===== config.mk =====
export PLATFORM = sky130hd
export DESIGN_NAME = wrf_watchdog
export DESIGN_NICKNAME = d
export VERILOG_FILES = /design/src/wrf_pkg.sv /design/src/wrf_watchdog.sv
export VERILOG_INCLUDE_DIRS = /design/src
export SDC_FILE = /design/constraint.sdc
export NUM_CORES = 1
export LEC_CHECK = 0
export BUFFER_PORTS_ARGS = -buffer_cell sky130_fd_sc_hd__clkbuf_2
export CORE_MARGIN = 2
export CORE_UTILIZATION = 58
export DETAILED_ROUTE_END_ITERATION = 6
export HOLD_SLACK_MARGIN = 0.15
export PLACE_DENSITY = 0.89
export SETUP_SLACK_MARGIN = 0.02
export SLEW_MARGIN = 10
export SYNTH_ARGS = -nofsm -noshare
export SYNTH_HDL_FRONTEND = slang
export SYNTH_SLANG_ARGS = --single-unit
export TNS_END_PERCENT = 5

===== constraint.sdc =====
create_clock -name i_clock -period 4.3 [get_ports i_clock]
set_input_delay 0.86 -clock i_clock [delete_from_list [all_inputs] [get_ports i_clock]]
set_output_delay 0.86 -clock i_clock [all_outputs]
set_load 0.005 [all_outputs]

===== src/wrf_cfg.svh =====
// Register map, field positions, reset values and timing counts of the watchdog block.
`ifndef WRF_CFG_SVH
`define WRF_CFG_SVH

`define WRF_ADDR_W 8
`define WRF_ADDR_CAUSE 8'h00
`define WRF_ADDR_CTRL 8'h01

`define WRF_CAUSE_SCAN 4
`define WRF_CAUSE_DOG 3
`define WRF_CAUSE_LOW_SUPPLY 2
`define WRF_CAUSE_PIN 1
`define WRF_CAUSE_POWER_UP 0
`define WRF_CAUSE_RESET 5'h01

`define WRF_CTRL_IRQ_FLAG 7
`define WRF_CTRL_IRQ_EN 6
`define WRF_CTRL_PERIOD_HI 5
`define WRF_CTRL_UNLOCK 4
`define WRF_CTRL_RESET_EN 3

`define WRF_PERIOD_RESET 4'h0
`define WRF_PERIOD_MAX 4'h9
`define WRF_TIMEOUT_BASE 21'h000800
`define WRF_CNT_W 21

`define WRF_UNLOCK_CYCLES 3'h4

`define WRF_CLK_HZ 25000000
`define WRF_OSC_HZ 128000
`define WRF_OSC_DIV (`WRF_CLK_HZ / `WRF_OSC_HZ)
`define WRF_DIV_W 8

`endif


===== src/wrf_pkg.sv =====
// Types shared by the watchdog and reset-flag block.
package wrf_pkg;

	typedef enum logic [1:0] {
		WRF_STOPPED,
		WRF_IRQ_MODE,
		WRF_RESET_MODE,
		WRF_IRQ_RESET_MODE
	} wrf_mode_type;

	typedef struct packed {
		logic scan_port;
		logic low_supply;
		logic pin;
	} wrf_reset_events_type;

endpackage : wrf_pkg


===== src/wrf_watchdog.sv =====
// Watchdog timer with timed change protection and reset-cause flags.
//
// How it works
// - Scan-port reset flag sets on a scan chain reset; power-up or zero-write clears.
// - Dog reset flag sets on a watchdog reset; power-up or zero-write clears.
// - Low-supply reset flag sets on brown-out reset; power-up or zero-write clears.
// - Pin reset flag sets on external reset; power-up or zero-write clears.
// - Power-up flag sets on power-up; only a zero-write clears it.
// - Timeout irq flag sets on a timeout in interrupt operation.
// - Timeout irq flag clears on vector execution or on writing one.
// - Interrupt request needs flag, irq enable and global enable all set.
// - Without the fuse, reset enable and irq enable select one of four modes.
// - Vector in combined mode clears irq enable and flag, leaving reset mode.
// - Combined mode resets when a timeout finds the flag still pending.
// - Reset enable clears and period changes only while unlocked, or on any reset event.
// - Unlock bit clears itself four clock cycles after being written.
// - Reset enable reads one and cannot clear while dog reset flag is set.
// - Period code 0 to 9 selects 2048 up to 1048576 oscillator cycles.
// - Unlock takes a write of unlock and reset enable, then one write within four.
// - With the always-on fuse, reset mode is forced: reset enable one, irq enable zero.
// - Counter counts oscillator ticks and acts when the selected count is reached.
// - A restart pulse returns the counter to zero.
`timescale 1ns/1ps
`include "wrf_cfg.svh"

module wrf_watchdog #(
	parameter int OSC_DIV = `WRF_OSC_DIV
) (
	input wire logic i_clock,
	input wire logic i_rst,
	input wire logic [`WRF_ADDR_W-1:0] i_addr,
	input wire logic [7:0] i_wdata,
	input wire logic i_write,
	input wire logic i_read,
	output logic [7:0] o_rdata,
	input wire wrf_pkg::wrf_reset_events_type i_reset_events,
	input wire logic i_always_on_fuse,
	input wire logic i_restart,
	input wire logic i_global_irq_enable,
	input wire logic i_vector_taken,
	output logic o_irq,
	output logic o_system_reset
);

	localparam logic [`WRF_DIV_W-1:0] DIV_LAST = `WRF_DIV_W'(OSC_DIV - 1);

	logic [`WRF_DIV_W-1:0] div_reg;
	logic [`WRF_DIV_W-1:0] div_next;
	logic [`WRF_CNT_W-1:0] cnt_reg;
	logic [`WRF_CNT_W-1:0] cnt_next;
	logic [`WRF_CNT_W-1:0] limit;
	logic tick;
	logic timeout;

	logic irq_flag_reg;
	logic irq_flag_next;
	logic irq_en_reg;
	logic irq_en_next;
	logic reset_en_reg;
	logic reset_en_next;
	logic [3:0] period_reg;
	logic [3:0] period_next;
	logic [2:0] unlock_reg;
	logic [2:0] unlock_next;
	logic [4:0] cause_reg;
	logic [4:0] cause_next;
	logic [7:0] rdata_next;
	logic irq_next;
	logic sys_reset_next;

	logic unlocked;
	logic reset_en_eff;
	logic irq_en_eff;
	logic wr_ctrl;
	logic wr_cause;
	logic irq_set;
	logic dog_reset;
	logic any_reset;
	logic [7:0] ctrl_view;
	wrf_pkg::wrf_mode_type mode;

	assign wr_ctrl = i_write && (i_addr == `WRF_ADDR_CTRL);
	assign wr_cause = i_write && (i_addr == `WRF_ADDR_CAUSE);
	assign unlocked = (unlock_reg != 3'h0);
	assign reset_en_eff = reset_en_reg | cause_reg[`WRF_CAUSE_DOG] | i_always_on_fuse;
	assign irq_en_eff = irq_en_reg & ~i_always_on_fuse;

	always_comb begin
		case ({reset_en_eff, irq_en_eff})
			2'b00: mode = wrf_pkg::WRF_STOPPED;
			2'b01: mode = wrf_pkg::WRF_IRQ_MODE;
			2'b10: mode = wrf_pkg::WRF_RESET_MODE;
			2'b11: mode = wrf_pkg::WRF_IRQ_RESET_MODE;
			default: mode = wrf_pkg::WRF_STOPPED;
		endcase
	end

	// Reserved codes saturate to the longest period rather than wrapping to a short one.
	always_comb begin
		if (period_reg > `WRF_PERIOD_MAX) begin
			limit = `WRF_TIMEOUT_BASE << `WRF_PERIOD_MAX;
		end else begin
			limit = `WRF_TIMEOUT_BASE << period_reg;
		end
	end

	// Oscillator tick divider and timeout counter.
	always_comb begin
		tick = (div_reg == DIV_LAST);
		div_next = tick ? '0 : div_reg + `WRF_DIV_W'(1);
		cnt_next = cnt_reg;
		timeout = 1'b0;
		// A shorter period than the present count fires on the next tick.
		if (mode == wrf_pkg::WRF_STOPPED) begin
			cnt_next = '0;
		end else if (tick) begin
			if (cnt_reg + `WRF_CNT_W'(1) >= limit) begin
				timeout = 1'b1;
				cnt_next = '0;
			end else begin
				cnt_next = cnt_reg + `WRF_CNT_W'(1);
			end
		end
		if (i_restart || any_reset) begin
			cnt_next = '0;
		end
	end

	always_ff @(posedge i_clock or posedge i_rst) begin
		if (i_rst) begin
			div_reg <= '0;
			cnt_reg <= '0;
		end else begin
			div_reg <= div_next;
			cnt_reg <= cnt_next;
		end
	end

	always_comb begin
		irq_set = timeout && ((mode == wrf_pkg::WRF_IRQ_MODE) ||
			(mode == wrf_pkg::WRF_IRQ_RESET_MODE && !irq_flag_reg));
		dog_reset = timeout && ((mode == wrf_pkg::WRF_RESET_MODE) ||
			(mode == wrf_pkg::WRF_IRQ_RESET_MODE && irq_flag_reg));
		any_reset = dog_reset || i_reset_events.scan_port || i_reset_events.low_supply ||
			i_reset_events.pin;
	end

	// Control register: timed unlock, protected fields and the timeout interrupt flag.
	always_comb begin
		irq_flag_next = irq_flag_reg;
		irq_en_next = irq_en_reg;
		reset_en_next = reset_en_reg | cause_reg[`WRF_CAUSE_DOG];
		period_next = period_reg;
		unlock_next = unlocked ? unlock_reg - 3'h1 : 3'h0;
		if (wr_ctrl) begin
			irq_en_next = i_wdata[`WRF_CTRL_IRQ_EN];
			if (i_wdata[`WRF_CTRL_UNLOCK] && i_wdata[`WRF_CTRL_RESET_EN]) begin
				unlock_next = `WRF_UNLOCK_CYCLES;
				reset_en_next = 1'b1;
			end else begin
				if (i_wdata[`WRF_CTRL_RESET_EN]) begin
					reset_en_next = 1'b1;
				end else if (unlocked && !cause_reg[`WRF_CAUSE_DOG]) begin
					reset_en_next = 1'b0;
				end
				if (unlocked) begin
					period_next = {i_wdata[`WRF_CTRL_PERIOD_HI], i_wdata[2:0]};
					unlock_next = 3'h0;
				end
			end
			if (i_wdata[`WRF_CTRL_IRQ_FLAG]) begin
				irq_flag_next = 1'b0;
			end
		end
		if (i_vector_taken) begin
			irq_flag_next = 1'b0;
			if (mode == wrf_pkg::WRF_IRQ_RESET_MODE) begin
				irq_en_next = 1'b0;
			end
		end
		// A timeout in the same cycle as a clear keeps the flag set.
		if (irq_set) begin
			irq_flag_next = 1'b1;
		end
		if (any_reset) begin
			irq_flag_next = 1'b0;
			irq_en_next = 1'b0;
			reset_en_next = 1'b0;
			period_next = `WRF_PERIOD_RESET;
			unlock_next = 3'h0;
		end
	end

	always_ff @(posedge i_clock or posedge i_rst) begin
		if (i_rst) begin
			irq_flag_reg <= 1'b0;
			irq_en_reg <= 1'b0;
			reset_en_reg <= 1'b0;
			period_reg <= `WRF_PERIOD_RESET;
			unlock_reg <= 3'h0;
		end else begin
			irq_flag_reg <= irq_flag_next;
			irq_en_reg <= irq_en_next;
			reset_en_reg <= reset_en_next;
			period_reg <= period_next;
			unlock_reg <= unlock_next;
		end
	end

	// Reset-cause flags: zero-writes clear, events set, and an event beats a clear.
	always_comb begin
		cause_next = cause_reg;
		if (wr_cause) begin
			cause_next = cause_reg & i_wdata[4:0];
		end
		if (i_reset_events.scan_port) begin
			cause_next[`WRF_CAUSE_SCAN] = 1'b1;
		end
		if (dog_reset) begin
			cause_next[`WRF_CAUSE_DOG] = 1'b1;
		end
		if (i_reset_events.low_supply) begin
			cause_next[`WRF_CAUSE_LOW_SUPPLY] = 1'b1;
		end
		if (i_reset_events.pin) begin
			cause_next[`WRF_CAUSE_PIN] = 1'b1;
		end
	end

	// The block reset is the power-up reset, so it sets the power-up flag and clears the other causes.
	always_ff @(posedge i_clock or posedge i_rst) begin
		if (i_rst) begin
			cause_reg <= `WRF_CAUSE_RESET;
		end else begin
			cause_reg <= cause_next;
		end
	end

	// Read data, interrupt request and reset pulse.
	always_comb begin
		ctrl_view = {irq_flag_reg, irq_en_eff, period_reg[3], unlocked, reset_en_eff,
			period_reg[2:0]};
		rdata_next = 8'h00;
		if (i_read && i_addr == `WRF_ADDR_CAUSE) begin
			rdata_next = {3'h0, cause_reg};
		end else if (i_read && i_addr == `WRF_ADDR_CTRL) begin
			rdata_next = ctrl_view;
		end
		irq_next = irq_flag_reg && irq_en_eff && i_global_irq_enable;
		sys_reset_next = dog_reset;
	end

	always_ff @(posedge i_clock or posedge i_rst) begin
		if (i_rst) begin
			o_rdata <= 8'h00;
			o_irq <= 1'b0;
			o_system_reset <= 1'b0;
		end else begin
			o_rdata <= rdata_next;
			o_irq <= irq_next;
			o_system_reset <= sys_reset_next;
		end
	end

endmodule : wrf_watchdog


[Word-level counts from Yosys, hierarchy flattened]
Cells that the tools add are included.
Storage, ports and cells
  flip-flop bits (word level): 54
Operators by class
  $add $sub $neg: 3
  $lt $le $gt $ge: 2
  eq/ne operators: 9
  shift operators: 1
  mux-type cells: 40
  bitwise logic cells: 5
  reductions and logical operators: 35
Operator list (count)
  21-bit two-way mux: 5
  8-bit two-way mux: 3
  21-bit by 1-bit adder with 21-bit output, second input constant: 1
  21-bit >= comparator: 1
  1-bit two-way mux: 21
  12-bit by 4-bit << shifter with 21-bit output, first input constant: 1
  4-bit two-way mux: 4
  3-bit two-way mux: 5
  1-bit logical AND: 12
  2-bit nonzero test: 6
  8-bit by 1-bit adder with 8-bit output, second input constant: 1
  2-bit equality test, second input constant: 4
  8-bit by 1-bit equality test with 1-bit output, second input constant: 1
  8-bit equality test, second input constant: 1
  8-bit zero test: 1
  2-bit one-hot mux with 4 select lines: 1
  4-bit nonzero test: 2
  1-bit logical OR: 6
  3-bit nonzero test: 2
  5-bit AND: 1
  5-bit two-way mux: 1
  2-bit by 1-bit equality test with 1-bit output, second input constant: 2
  4-bit > comparator, second input constant: 1
  2-bit zero test: 2
  8 further kinds: 10

[Depth between registers and ports, before layout]
  word-level depth: 13
  mapped depth: 16
  gate-level depth less buffers: 13

[Least setup slack after synthesis]
No wires, ideal clock.
  path type: register to register
  from: reg cnt_reg[0]
  to: reg unlock_reg[0]
  setup time: 101 ps
  arrival: 3071 ps
  path slack: 1128 ps
  cell stages (with the launch flop): 16
  period minus slack after synthesis: 3172 ps
  cell sequence: dfrtp_1 ha_1 and3_1 and3_1 and3_1 clkbuf_1 nand3_1 xnor2_1 ha_1 a21oi_1 o21ai_0 inv_1 a21oi_1 or4_1 buf_2 nor4_1
Between the ends
  longest elaborated chain between the ends: 10
Ends and longest elaborated chain
  start: declaration: RTL line wrf_watchdog.sv:49  | logic [`WRF_CNT_W-1:0] cnt_reg;
  start signal: assignment: RTL line wrf_watchdog.sv:135  | cnt_reg <= cnt_next;
  21-bit by 1-bit adder with 21-bit output: RTL line wrf_watchdog.sv:117  | if (cnt_reg + `WRF_CNT_W'(1) >= limit) begin
  21-bit >= comparator: RTL line wrf_watchdog.sv:117
  1-bit two-way mux: RTL line wrf_watchdog.sv:117
  1-bit two-way mux: RTL line wrf_watchdog.sv:116  | end else if (tick) begin
  1-bit two-way mux: RTL line wrf_watchdog.sv:114  | if (mode == wrf_pkg::WRF_STOPPED) begin
  1-bit logical AND: RTL line wrf_watchdog.sv:142  | dog_reset = timeout && ((mode == wrf_pkg::WRF_RESET_MODE) ||
  via dog_reset: RTL line wrf_watchdog.sv:77  | logic dog_reset;
  1-bit logical OR (3 in a row): RTL line wrf_watchdog.sv:144  | any_reset = dog_reset || i_reset_events.scan_port || i_reset_events.low_supply ||
  3-bit two-way mux: RTL line wrf_watchdog.sv:185  | if (any_reset) begin
  via unlock_next[0]: RTL line wrf_watchdog.sv:64  | logic [2:0] unlock_next;
  end signal: assignment: RTL line wrf_watchdog.sv:206  | unlock_reg <= unlock_next;
  end: declaration: RTL line wrf_watchdog.sv:63  | logic [2:0] unlock_reg;
The timed path passes the listed nets, and every way through them passes these cells.
A chain may end at the register's enable or synchronous reset.

[Final worst setup path]
  from: reg cnt_reg[0]
  to: reg cnt_reg[3]
Between the ends
  longest elaborated chain between the ends: 11
Ends and longest elaborated chain
  21-bit by 1-bit adder with 21-bit output (*): RTL line wrf_watchdog.sv:117, wrf_watchdog.sv:121
  21-bit >= comparator: RTL line wrf_watchdog.sv:117
  1-bit two-way mux: RTL line wrf_watchdog.sv:117
  1-bit two-way mux: RTL line wrf_watchdog.sv:116
  1-bit two-way mux: RTL line wrf_watchdog.sv:114
  1-bit logical AND: RTL line wrf_watchdog.sv:142
  1-bit logical OR (3 in a row): RTL line wrf_watchdog.sv:144
  1-bit logical OR: RTL line wrf_watchdog.sv:124  | if (i_restart || any_reset) begin
  3-bit nonzero test (no source line) or 21-bit two-way mux (tied branches)
Mark *: on every way between the ends. The rest lies on a longest branch, timed or not. The select of a mux whose other input is x is not followed.

==> summary.md <==
| Metric | Value |
|---|---|
| Outcome | finished clean |
| Synth unique cells | 48 |
| Startpoint Class | register |
| Seq cells post-synth | 54 |
| Crit path capture type | register |
| Area Growth Syn to Fin | 10.5% |
| Syn. warnings | 0 |
| Post_cts resized | 0 |
| Largest net degree at the start of global routing | 55 |
| Post-layout net count | 396 |
| Commonest non-fill, non-tap cell in the layout | dfrtp_1 |
| HPWL after detailed placement | about 4.9 mm |
| Worst-path clk slew | around 0.090 ns |
| Worst Tran Pin Value | 0.673 ns |
| H-Tree Depth | 2 |
| Fin crit period | 3.58 ns |
| Worst min path class | register to register |
| Kind of critical path | register to register |
| Leak | 0.00157 uW |
| PD cells | between 200 and 300 nW/um2 |
| Maximum VDD drop | between 150 and 200 uV |
| Die X | just under 80 um |
| Crit share post-route | 0.832 |
| Crit path DAT | ~3.8 ns |
| CP Max Fanout | 32 |
| First-pass GRT wire length | between 10 and 15 mm |
| Row Count | 26 |
| Pins Over Slew Limit | 0 |
| Fill cell count | 408 |
| DIE AREA | a little under 6000 um2 |
| MaxCap Viol Count | 0 |
| Max Clock Skew | around 0.013 ns |
| Routed via count | 2,543 |
| Synth Flop Type | dfrtp_1 |
| CTS root buf | clkbuf_8 |
| Synthesized instance count | about 320 |
| Reg2reg setup slack | slightly above 0.7 ns |
| FFs w/ async S/R, synth | 1.00 |
| CTS Buf Count | 5 |
| Post-CTS Hold Fix Bufs | 0 |
| Max FFs per register | 21 |
| I/O pin count | 37 |
| Clock sink count | 54 |
| DRC Markers | 0 |
| Syn avg cell area | between 9 and 10 um2 |
| RSZ-0062 raised after global routing | no |
| Die H | between 70 and 80 um |
| Port bufs | 36 |
| Starting Density | 0.603 |
| Highest-count cells in the layout ignoring fill and taps | dfrtp_1 (53), nand2_1 (36), clkbuf_2 (36), nor2_1 (22), a21oi_1 (19) |
| Syn_nets | between 300 and 400 |
| Total track usage | 0.236 |
| Initial antenna violation count | 0 |
| Via/cell ratio | roughly 6 |
| Post-Route Utilization | 0.666 |
| Share of layout cells above drive strength 1 | 0.166 |
| FMAX | roughly 280 MHz |
| Worst-Skew Late Latency | about 0.32 ns |
| Drt pass-1 iters | 4 |
| Final WL | about 6.7 mm |
| Post-synthesis sequential area ratio | 0.437 |
| Worst slew margin | 0.551 |
| Final setup violation count | 0 |
| Core area | approximately 5000 um2 |
| Worst Path Required | around 4.5 ns |
| Vias in the first global route | ~2,400 |
| DR iter-0 viols | approximately 140 |
| Fin. Hold Viols | 0 |
| GRT Residual Overflow | 0 |
| EDFF count, synth | 0 |
| Antenna diode count | 0 |
| Routability cong. | around 0.85 |
| Setup_tns | 0 ns |
| Clk buf depth | 2 |
| Antenna Nets Post-Route | 0 |
| WL/cell | 15.7 um |
| TritonCTS clock tree | done |
| Post-CTS setup buffers | 0 |
| Post-synth design cell area | roughly 3100 um2 |
-- final cells by class --
| cell class | count | area, um2 | share of cell area |
|---|---|---|---|
| Tap cell | 70 | 87.6 | 0.0256 |
| Inverter | 10 | 37.5 | 0.0110 |
| Clock inverter | 3 | 47.5 | 0.0139 |
| Timing Repair Buffer | 39 | 203 | 0.0592 |
| Clock buffer | 5 | 68.8 | 0.0201 |
| Multi-Input combinational cell | 244 | 1630 | 0.475 |
| Sequential cell | 54 | 1350 | 0.395 |
-- synthesized netlist by cell type, types with 4 or more instances --
cell type | number | area [um2]
and4_1 | 4 | 35.0
and3_1 | 13 | 81.3
nor2b_1 | 5 | 31.3
buf_4 | 5 | 37.5
a311oi_1 | 9 | 78.8
nand2_1 | 36 | 135
mux2i_1 | 9 | 90.1
nor2_1 | 22 | 82.6
xor2_1 | 6 | 52.6
clkbuf_1 | 6 | 22.5
xnor2_1 | 9 | 78.8
a41oi_1 | 4 | 35.0
dfrtp_1 | 53 | 1330
a31oi_1 | 5 | 31.3
a21oi_1 | 19 | 95.1
o21ai_0 | 10 | 50.1
nor3_1 | 5 | 25.0
nand2b_1 | 9 | 56.3
inv_1 | 10 | 37.5
nand3_1 | 15 | 75.1
ha_1 | 15 | 188
nor4_1 | 4 | 25.0
-- report_power, final --
group          leakage [uW]  switching, uW  total (uW)  internal (uW)
registers          0.000721         0.0320         508            508
logic              0.000791           26.5        40.1           13.6
clock network     0.0000587            176         353            177
total               0.00157            203         900            698
-- per-stage QoR --
stage	hold slack, ns	instances	setup WS (ns)	cell area (um2)	power [uW]
floorplan	0.427	322	1.13	3100	537
detailed placement	0.448	417	0.758	3310	558
CTS	0.463	425	0.728	3420	910
finish	0.462	425	0.721	3420	900
global route	0.478	425	0.414	3420	938
global placement	0.448	417	0.915	3310	557
-- final timing paths --
kind                                          start                         to  cells after the start
hold reg to reg            cause_reg[0]$_DFFE_PP1P_   cause_reg[0]$_DFFE_PP1P_                      1
min in group asynchronous                     i_rst       div_reg[1]$_DFF_PP0_                      3
setup reg to reg             cnt_reg[0]$_DFFE_PP0P_     cnt_reg[3]$_DFFE_PP0P_                     14
setup / recovery             cnt_reg[0]$_DFFE_PP0P_     cnt_reg[3]$_DFFE_PP0P_                     14
hold / removal             cause_reg[0]$_DFFE_PP1P_   cause_reg[0]$_DFFE_PP1P_                      1
max in group asynchronous                     i_rst  period_reg[0]$_DFFE_PP0P_                      3
-- logic make-up (layout without fill, tap and decap cells) --
kind of cell,count (synthesis),after routing,synth area share
AND/OR/NAND/NOR,134,134,0.231
AO/OA/AOI/OAI,71,71,0.162
flip-flops,54,54,0.437
buffers and inverters,24,57,0.0384
adder cells (fa/ha/maj),15,15,0.0606
XOR/XNOR,15,15,0.0424
multiplexers,9,9,0.0291
-- worst max-delay path, stage by stage (launching register included) --
cell and delay (ns):
dfrtp_1 0.43, ha_1 0.21, and3_1 0.21, and3_1 0.25
and3_1 0.32, nand3_1 0.16, xnor2_1 0.17, ha_1 0.34
a21oi_1 0.13, o21ai_0 0.14, nor3b_2 0.23, and2_1 0.14
buf_4 0.30, a41oi_1 0.18, a311oi_2 0.28
-- layer usage --
metal  vias up  wire, um  track usage
met5         -         0            0
met3        11       387       0.0506
li1       1229         -            -
met1      1223      2940        0.296
met4         0       100       0.0750
met2        80      3250        0.408
(Power assumes the default switching activity.)
